[src/core/iussr_regs.vh]
// Register offsets, field positions and reset values of the status and sense block
`ifndef IUSSR_REGS_VH
`define IUSSR_REGS_VH
// Register byte offsets
`define IUSSR_CTRL_OFS     12'h000
`define IUSSR_EVENT_OFS    12'h004
`define IUSSR_STATUS_OFS   12'h008
`define IUSSR_SENSE_OFS    12'h00c
`define IUSSR_STATE_OFS    12'h010
// Status byte bit positions
`define IUSSR_ST_ALERT     0
`define IUSSR_ST_QUAL      1
`define IUSSR_ST_CUFREE    2
`define IUSSR_ST_BUSY      3
`define IUSSR_ST_XFER      4
`define IUSSR_ST_OPDONE    5
`define IUSSR_ST_ERR       6
`define IUSSR_ST_UNUSUAL   7
// Sense byte bit positions
`define IUSSR_SN_ILLCMD    0
`define IUSSR_SN_OPER      1
`define IUSSR_SN_PARITY    2
`define IUSSR_SN_HWFAULT   3
`define IUSSR_SN_DATAERR   4
`define IUSSR_SN_LATE      5
// CTRL register fields
`define IUSSR_CTRL_SHARED  0
`define IUSSR_CTRL_NOCUR   1
`define IUSSR_CTRL_RST     8'h00
// EVENT register fields (write one to trigger)
`define IUSSR_EV_XFEREND   0
`define IUSSR_EV_OPEND     1
`define IUSSR_EV_UNUSUAL   2
`define IUSSR_EV_SPECIAL   3
`define IUSSR_EV_RETRY     4
`define IUSSR_EV_HWFAULT   5
`define IUSSR_EV_DATAERR   6
`define IUSSR_EV_LATE      7
`define IUSSR_EV_ASYNC     8
`endif

[src/core/iussr_sync.v]
// Three-stage pin synchroniser with agreement filter
`timescale 1ns/1ps
module iussr_sync #(
  parameter WIDTH = 1
) (
  // Clock and reset
  input  wire             clk,
  input  wire             sys_rst,
  // Pin side
  input  wire [WIDTH-1:0] pinIn,
  // Synchronised side
  output wire [WIDTH-1:0] levelOut
);

  reg [WIDTH-1:0] stage1_ff;
  reg [WIDTH-1:0] stage2_ff;
  reg [WIDTH-1:0] stage3_ff;
  reg [WIDTH-1:0] level_ff;

  genvar i;
  generate
    for (i = 0; i < WIDTH; i = i + 1) begin : gBit
      always @(posedge clk) begin
        if (sys_rst) begin
          stage1_ff[i] <= 1'b0;
          stage2_ff[i] <= 1'b0;
          stage3_ff[i] <= 1'b0;
          level_ff[i]  <= 1'b0;
        end else begin
          stage1_ff[i] <= pinIn[i];
          stage2_ff[i] <= stage1_ff[i];
          stage3_ff[i] <= stage2_ff[i];
          // Change accepted once second and third stages agree
          if (stage2_ff[i] == stage3_ff[i]) begin
            level_ff[i] <= stage3_ff[i];
          end
        end
      end
    end
  endgenerate

  assign levelOut = level_ff;

endmodule // iussr_sync

[src/core/iussr_status_sense.v]
// Status byte and sense byte reporting logic of an I/O unit
`timescale 1ns/1ps
`include "iussr_regs.vh"
module iussr_status_sense (
  // Clock and reset
  input  wire        clk,
  input  wire        sys_rst,
  // APB slave
  input  wire        psel,
  input  wire        penable,
  input  wire        pwrite,
  input  wire [11:0] paddr,
  input  wire [31:0] pwdata,
  output wire        pready,
  output wire        pslverr,
  output reg  [31:0] prdata,
  // Channel command side, same clock
  input  wire        selStart,
  input  wire [1:0]  cmdKind,
  input  wire        cmdParityBad,
  input  wire        cmdIllegal,
  input  wire        cmdImmediate,
  input  wire        statusAccept,
  input  wire        statusPollAllowed,
  // Device pin
  input  wire        deviceReadyPin,
  // Status toward channel
  output reg  [7:0]  statusByte,
  output reg         statusParity,
  output reg         statusValid,
  output reg         retryMarkTag,
  output reg  [7:0]  senseByte
);

  // Command kinds
  localparam [1:0] CMD_OTHER = 2'h0;
  localparam [1:0] CMD_QUERY = 2'h1;
  localparam [1:0] CMD_POLL  = 2'h2;
  localparam [1:0] CMD_IDLE  = 2'h3;

  // Operation states, one-hot
  localparam [2:0] ST_IDLE = 3'b001;
  localparam [2:0] ST_XFER = 3'b010;
  localparam [2:0] ST_DEV  = 3'b100;

  //////////////////////////////////////////////////////////////////////////////
  // Pin synchroniser
  wire devReady;
  iussr_sync #(
    .WIDTH (1)
  ) uSync (
    .clk      (clk),
    .sys_rst  (sys_rst),
    .pinIn    (deviceReadyPin),
    .levelOut (devReady)
  );

  //////////////////////////////////////////////////////////////////////////////
  // Registers
  reg  [7:0]  ctrl_ff;
  reg  [2:0]  state_ff;
  reg  [2:0]  nxt_state;
  reg  [7:0]  pend_ff;
  reg  [7:0]  nxt_pend;
  reg  [7:0]  sense_ff;
  reg  [7:0]  nxt_sense;
  reg         retryPend_ff;
  reg         nxt_retryPend;
  reg         devReadyQ_ff;
  reg  [7:0]  nxt_statusByte;
  reg         nxt_statusValid;
  reg         nxt_retryMark;

  wire        apbAccess = psel & penable;
  wire        apbWrite  = apbAccess & pwrite;
  wire        evWrite   = apbWrite & (paddr == `IUSSR_EVENT_OFS);
  wire [8:0]  ev        = evWrite ? pwdata[8:0] : 9'h000;
  wire        shared    = ctrl_ff[`IUSSR_CTRL_SHARED];
  wire        noCurrent = ctrl_ff[`IUSSR_CTRL_NOCUR];
  wire        opActive  = ~state_ff[0];
  wire        readyRise = devReady & ~devReadyQ_ff;
  wire        endPend   = pend_ff[`IUSSR_ST_XFER] | pend_ff[`IUSSR_ST_OPDONE] |
                          pend_ff[`IUSSR_ST_CUFREE] | pend_ff[`IUSSR_ST_ALERT];
  wire        anyPend   = |pend_ff;
  wire        busyNow   = opActive | anyPend;
  // Controller freed alone waits until the operation ends
  wire        freeOnly  = ~|(pend_ff & ~(8'h01 << `IUSSR_ST_CUFREE));
  wire        offerPend = anyPend & ~(opActive & freeOnly);

  assign pready  = 1'b1;
  assign pslverr = 1'b0;

  //////////////////////////////////////////////////////////////////////////////
  // Status and sense sequencing
  always @* begin
    nxt_state       = state_ff;
    nxt_pend        = pend_ff;
    nxt_sense       = sense_ff;
    nxt_retryPend   = retryPend_ff;
    nxt_statusByte  = statusByte;
    nxt_statusValid = statusValid;
    nxt_retryMark   = retryMarkTag;

    // Accepted status is gone for good
    if (statusValid && statusAccept) begin
      nxt_statusValid = 1'b0;
      nxt_retryMark   = 1'b0;
      nxt_statusByte  = 8'h00;
      if (statusByte[`IUSSR_ST_OPDONE]) begin
        nxt_state = ST_IDLE;
      end
    end

    // Device-side events, stacked until presented
    if (ev[`IUSSR_EV_XFEREND] && state_ff[1]) begin
      nxt_pend[`IUSSR_ST_XFER] = 1'b1;
      nxt_state = ST_DEV;
    end
    if (ev[`IUSSR_EV_OPEND] && opActive) begin
      if (state_ff[1]) begin
        nxt_pend[`IUSSR_ST_XFER] = 1'b1;
      end
      nxt_pend[`IUSSR_ST_OPDONE] = 1'b1;
      nxt_state = ST_DEV;
    end
    if (ev[`IUSSR_EV_SPECIAL] && opActive) begin
      nxt_pend[`IUSSR_ST_QUAL]   = 1'b1;
      nxt_pend[`IUSSR_ST_OPDONE] = 1'b1;
      nxt_state = ST_DEV;
    end
    if (ev[`IUSSR_EV_UNUSUAL] && opActive) begin
      nxt_pend[`IUSSR_ST_UNUSUAL] = 1'b1;
      if (shared && state_ff[2]) begin
        nxt_pend[`IUSSR_ST_CUFREE] = 1'b1;
      end
    end
    if (ev[`IUSSR_EV_RETRY] && opActive) begin
      nxt_pend[`IUSSR_ST_QUAL] = 1'b1;
      nxt_pend[`IUSSR_ST_XFER] = 1'b1;
      nxt_pend[`IUSSR_ST_ERR]  = 1'b1;
      nxt_retryPend = 1'b1;
      nxt_state     = ST_DEV;
    end
    if (ev[`IUSSR_EV_HWFAULT] && opActive) begin
      nxt_sense[`IUSSR_SN_HWFAULT] = 1'b1;
      nxt_pend[`IUSSR_ST_ERR] = 1'b1;
    end
    if (ev[`IUSSR_EV_DATAERR] && opActive) begin
      nxt_sense[`IUSSR_SN_DATAERR] = 1'b1;
      nxt_pend[`IUSSR_ST_ERR] = 1'b1;
    end
    if (ev[`IUSSR_EV_LATE] && opActive) begin
      nxt_sense[`IUSSR_SN_LATE] = 1'b1;
      nxt_pend[`IUSSR_ST_ERR] = 1'b1;
    end
    // Not-ready alone only updates sense
    if (!devReady) begin
      nxt_sense[`IUSSR_SN_OPER] = 1'b1;
    end
    if (readyRise || ev[`IUSSR_EV_ASYNC]) begin
      nxt_pend[`IUSSR_ST_ALERT] = 1'b1;
      if (readyRise) begin
        nxt_pend[`IUSSR_ST_OPDONE] = 1'b1;
        nxt_sense[`IUSSR_SN_OPER]  = 1'b0;
      end
    end

    // Initial selection
    if (selStart) begin
      nxt_statusValid = 1'b1;
      nxt_retryMark   = 1'b0;
      if (cmdParityBad) begin
        nxt_sense = 8'h00;
        nxt_sense[`IUSSR_SN_PARITY] = 1'b1;
        nxt_statusByte = 8'h00;
        nxt_statusByte[`IUSSR_ST_ERR] = 1'b1;
      end else if (cmdKind == CMD_POLL) begin
        if (noCurrent) begin
          nxt_statusByte = 8'h00;
          nxt_statusByte[`IUSSR_ST_QUAL] = 1'b1;
        end else if (opActive && !endPend) begin
          nxt_statusByte = 8'h00;
          nxt_statusByte[`IUSSR_ST_BUSY] = 1'b1;
        end else begin
          nxt_statusByte = pend_ff;
          nxt_retryMark  = retryPend_ff;
          nxt_pend       = nxt_pend & ~pend_ff;
          nxt_retryPend  = nxt_retryPend & ~retryPend_ff;
        end
      end else if (busyNow) begin
        nxt_statusByte = 8'h00;
        nxt_statusByte[`IUSSR_ST_BUSY] = 1'b1;
        if (shared && opActive) begin
          nxt_statusByte[`IUSSR_ST_QUAL] = 1'b1;
          nxt_pend[`IUSSR_ST_CUFREE]     = 1'b1;
        end
      end else begin
        if (cmdKind == CMD_OTHER) begin
          nxt_sense = 8'h00;
        end
        nxt_statusByte = 8'h00;
        if (cmdIllegal) begin
          nxt_sense[`IUSSR_SN_ILLCMD] = 1'b1;
          nxt_statusByte[`IUSSR_ST_ERR] = 1'b1;
        end else if (!devReady && cmdKind != CMD_QUERY) begin
          nxt_sense[`IUSSR_SN_OPER] = 1'b1;
          nxt_statusByte[`IUSSR_ST_ERR] = 1'b1;
        end else if (cmdKind == CMD_OTHER) begin
          if (ev[`IUSSR_EV_UNUSUAL]) begin
            nxt_statusByte[`IUSSR_ST_UNUSUAL] = 1'b1;
          end else if (cmdImmediate) begin
            nxt_statusByte[`IUSSR_ST_XFER] = 1'b1;
            nxt_state = ST_DEV;
          end else begin
            nxt_state = ST_XFER;
          end
        end else begin
          nxt_statusByte[`IUSSR_ST_XFER]   = 1'b1;
          nxt_statusByte[`IUSSR_ST_OPDONE] = 1'b1;
        end
      end
    end else if (!statusValid && offerPend && statusPollAllowed) begin
      // Stacked status offered when the channel permits
      nxt_statusByte  = pend_ff;
      nxt_statusValid = 1'b1;
      nxt_retryMark   = retryPend_ff;
      // Events of this same cycle stay stacked
      nxt_pend        = nxt_pend & ~pend_ff;
      nxt_retryPend   = nxt_retryPend & ~retryPend_ff;
    end

    if (!shared) begin
      nxt_pend[`IUSSR_ST_CUFREE]       = 1'b0;
      nxt_statusByte[`IUSSR_ST_CUFREE] = 1'b0;
    end
  end

  always @(posedge clk) begin
    if (sys_rst) begin
      state_ff     <= ST_IDLE;
      pend_ff      <= 8'h00;
      sense_ff     <= 8'h00;
      retryPend_ff <= 1'b0;
      devReadyQ_ff <= 1'b0;
      statusByte   <= 8'h00;
      statusParity <= 1'b1;
      statusValid  <= 1'b0;
      retryMarkTag <= 1'b0;
      senseByte    <= 8'h00;
      ctrl_ff      <= `IUSSR_CTRL_RST;
    end else begin
      state_ff     <= nxt_state;
      pend_ff      <= nxt_pend;
      sense_ff     <= nxt_sense;
      retryPend_ff <= nxt_retryPend;
      devReadyQ_ff <= devReady;
      statusByte   <= nxt_statusByte;
      statusParity <= ~(^nxt_statusByte);
      statusValid  <= nxt_statusValid;
      retryMarkTag <= nxt_retryMark;
      senseByte    <= nxt_sense;
      if (apbWrite && paddr == `IUSSR_CTRL_OFS) begin
        ctrl_ff <= pwdata[7:0];
      end
    end
  end

  //////////////////////////////////////////////////////////////////////////////
  // APB read mux
  always @* begin
    case (paddr)
      `IUSSR_CTRL_OFS:   prdata = {24'h000000, ctrl_ff};
      `IUSSR_STATUS_OFS: prdata = {22'h000000, statusValid, retryMarkTag, statusByte};
      `IUSSR_SENSE_OFS:  prdata = {24'h000000, sense_ff};
      `IUSSR_STATE_OFS:  prdata = {19'h00000, devReady, retryPend_ff, state_ff, pend_ff};
      default:           prdata = 32'h00000000;
    endcase
  end

endmodule // iussr_status_sense

[config.mk]
export PLATFORM = sky130hd
export DESIGN_NAME = iussr_status_sense
export DESIGN_NICKNAME = d
export VERILOG_FILES = /design/src/core/iussr_sync.v /design/src/core/iussr_status_sense.v
export VERILOG_INCLUDE_DIRS = /design/src /design/src/core
export SDC_FILE = /design/constraint.sdc
export NUM_CORES = 1
export LEC_CHECK = 0
export ABC_AREA = 1
export CAP_MARGIN = 10
export CORE_UTILIZATION = 55
export CTS_BUF_LIST = sky130_fd_sc_hd__clkbuf_16
export DETAILED_ROUTE_END_ITERATION = 8
export DONT_BUFFER_PORTS = 1
export GPL_ROUTABILITY_DRIVEN = 0
export PLACE_DENSITY = 0.7
export SETUP_SLACK_MARGIN = 0.3
export SYNTH_ARGS = -nofsm -noshare
export SYNTH_HDL_FRONTEND = slang
export SYNTH_SLANG_ARGS = --single-unit
[constraint.sdc]
create_clock -name clk -period 3.05 [get_ports clk]
set_input_delay 0.305 -clock clk [delete_from_list [all_inputs] [get_ports clk]]
set_output_delay 0.305 -clock clk [all_outputs]
set_load 0.02 [all_outputs]
==> flow_summary_export.csv <==
group,metric,value,unit
run_status,status,"completed",
placed_design,io_buffers,0,
final_layout,drive_above_1_share,0.0732,
synth,yosys.cell_types.count,39,
cts,clk_transition_reported_paths,0.06,ns
sta,skew,0.00501,ns
cts,cts_post_setup_buffers_inserted,0,
worst_setup_path,path_class,"in2out",
synth,syn-instance-count,438,
floorplan,die_w,72.6,um
min_path,min_path_cells,1,
min_path,holdPathEnd,"retryPend_ff",
drt,drc,0,
synth,synth_compound_area_frac,0.162,
global_routing,grt_max_degree,21,
pwr,peakVddDrop,294,uV
synth,ys_ff_latch,41,
worst_setup_path,rrSetupSlack,0.93,ns
synth,seq_area_frac_synth,0.299,
cts,clockBufferDepth,2,
drt,dr.pass1.iters,4,
final_layout,syn2layout_area_growth,5.29,%
cts,post_cts_resized,0,
cts,root_buffer,"clkbuf_16",
worst_setup_path,critPathArrivalTime,2.02,ns
floorplan,std_cell_rows,25,
worst_setup_path,path_max_fanout,13,
global_routing,grt_pass1_vias,2407,
worst_setup_path,critical_path_required,2.74,ns
pwr,p_leak,0.00129,uW
sta,fin_crit_sh,0.761,
global_routing,antenna_found_initial,0,
cts,cts_sinks,41,
worst_setup_path,startpoint,"paddr[1]",
cts,cts_made_buffers,5,
worst_setup_path,r2r-start,"state_ff[0]",
pwr,p_per_area,472,nW/um^2
floorplan,core-area,4750,sq um
final_layout,nFillCells,493,
sta,max_freq,431,MHz
sta,finalSetupViolCount,0,
sta,holdWs,0.0846,ns
sta,hold_violations,0,
floorplan,io_pins,111,
cts,cts_tree,"yes",
synth,synth_area,2740,sq um
sta,rsz0062_at_grt,"false",
placed_design,postPlaceCellArea,2700,sq um
sta,setup_tns,0,ns
synth,synth_top_family_by_area,"simple AND/OR/NAND/NOR gates",
cts,cts_hold_buf,0,
worst_setup_path,startpoint_type,"input pin",
worst_setup_path,endpoint_kind,"output port",
sta,drv_slew,0,
final_layout,nNetsFinal,494,
synth,synth_adder_area_share,0,
final_layout,final_area,2890,sq um
drt,routed_wl,7.37,mm
worst_setup_path,rr_worst_depth,13,
cts,htreeDepth,2,
synth,muxShareOfSynthArea,0,
sta,max_slew_margin,0.560,
sta,worst-slew-pin-transition,0.653,ns
run,cap_violations,0,
sta,min_period,2.32,ns
global_routing,grt_pass1_wl,11.6,mm
synth,synth-simple-area-share,0.356,
synth,syn_avg_cell_area,6.26,sq um
synth,synth-xor-area-share,0,
drt,first_iter_violations,211,
placed_design,dpl.hpwl,5.75,mm
worst_setup_path,worst_r2r_endpoint,"statusParity",
drt,wl_per_cell,14.6,um
min_path,hold_path.class,"in2reg",
min_path,min_from,"sys_rst",
final_layout,num_antenna_cells,0,
synth,ys_warn_count,0,
drt,viasPerCell,5.45,
cts,clkLatencyLatePin,0.29,ns
floorplan,die-area,5270,sq um
floorplan,dieHeight,72.6,um
floorplan,start_util,0.577,
global_routing,grt_usage,0.293,
global_routing,grt-ovfl-total,0,
drt,ant_nets,0,
drt,dr_total_vias,2745,
-- metal layers --
metal  global-route usage  routed length (um)
met5                    0                   0
met1                0.399                3380
met4               0.0806                 122
met2                0.472                3370
met3               0.0580                 497
-- registers in the layout (all words and copies together) (netlist names), 3 cells and up --
signal,flops
ctrl_ff,8
statusByte,8
pend_ff,7
sense_ff,6
state_ff,3
-- Yosys cell counts, drive strengths merged --
cell type	instances	area [sq um]
a221oi	1	8.76
o311ai	1	8.76
o221ai	1	8.76
nand2	95	374
a211oi	3	22.5
a311oi	2	17.5
nand3	40	210
nor4	2	12.5
clkbuf	5	18.8
o211ai	2	20.0
a21oi	28	140
a31oi	2	12.5
nor3b	2	15.0
inv	71	267
nand3b	1	7.51
clkinv	3	11.3
a221o	3	30.0
conb	2	7.51
o2111ai	1	8.76
nor2	60	248
buf	26	196
nand4	6	52.6
o21ai	22	118
o22ai	8	50.1
dfxtp	41	821
nor3	10	55.1
-- area by class of cell --
| class | instances | area (sq um) | area share |
|---|---|---|---|
| tap | 67 | 83.8 | 0.0290 |
| inverter | 74 | 278 | 0.0962 |
| multi-input combinational | 313 | 1510 | 0.522 |
| clock buffer | 5 | 125 | 0.0433 |
| clock inverter | 3 | 65.1 | 0.0225 |
| timing repair buffer | 1 | 7.51 | 0.00260 |
| sequential | 41 | 821 | 0.284 |
-- how the worst max path moves through the flow --
stage	end	slack [ns]	depth (start not counted)
5_1_grt	prdata[7]	0.43	7
4_1_cts	prdata[7]	0.73	7
3_3_place_gp	prdata[7]	0.78	7
2_1_floorplan	prdata[7]	1.10	8
3_5_place_dp	prdata[7]	0.73	7
6_report	prdata[7]	0.73	7
-- metrics by stage --
step	utilization	std cells	power (uW)	setup slack, ns
after floorplan	-	459	698	1.10
after global placement	0.567	496	689	0.776
after detailed placement	0.567	496	691	0.734
after CTS	0.607	504	1370	0.734
after global routing	0.607	504	1410	0.426
final	0.607	504	1360	0.728
-- worst max-delay path: stages --
cell,delay [ns]
nor2_1,0.19
nand2_1,0.11
nor4_1,0.17
nand3_1,0.45
o22ai_1,0.28
a21oi_1,0.08
a31oi_1,0.43
-- report_power, final --
part / switching, uW / total (uW) / internal, uW / leakage [uW]
registers: 19.9 / 566 / 546 / 0.000333
clock network: 215 / 683 / 467 / 0.0000938
logic: 85.3 / 115 / 29.7 / 0.000867
-- cell usage in the layout, fill, tap and decap left out, types with 3 or more instances in the layout --
cell	synthesis	routed
nand2_1	90	90
inv_1	65	65
nor2_1	55	55
dfxtp_1	41	41
nand3_1	38	38
a21oi_1	28	28
conb_1	2	23
o21ai_0	16	16
nor3_1	9	9
o22ai_1	8	8
inv_2	6	6
nand4_1	5	5
clkbuf_16	0	5
o21ai_1	4	4
nand2_2	4	4
clkinv_1	3	3
a221o_1	3	3
nor2_2	3	3
a211oi_1	3	3
-- cells by family (layout without fill, tap and decap cells) --
group,after synthesis,count (layout)
simple gates,216,216
buf+inv,105,83
compound gates,74,74
flops,41,41
other cells,2,23
Note: power is estimated with default switching activity, not from simulation.
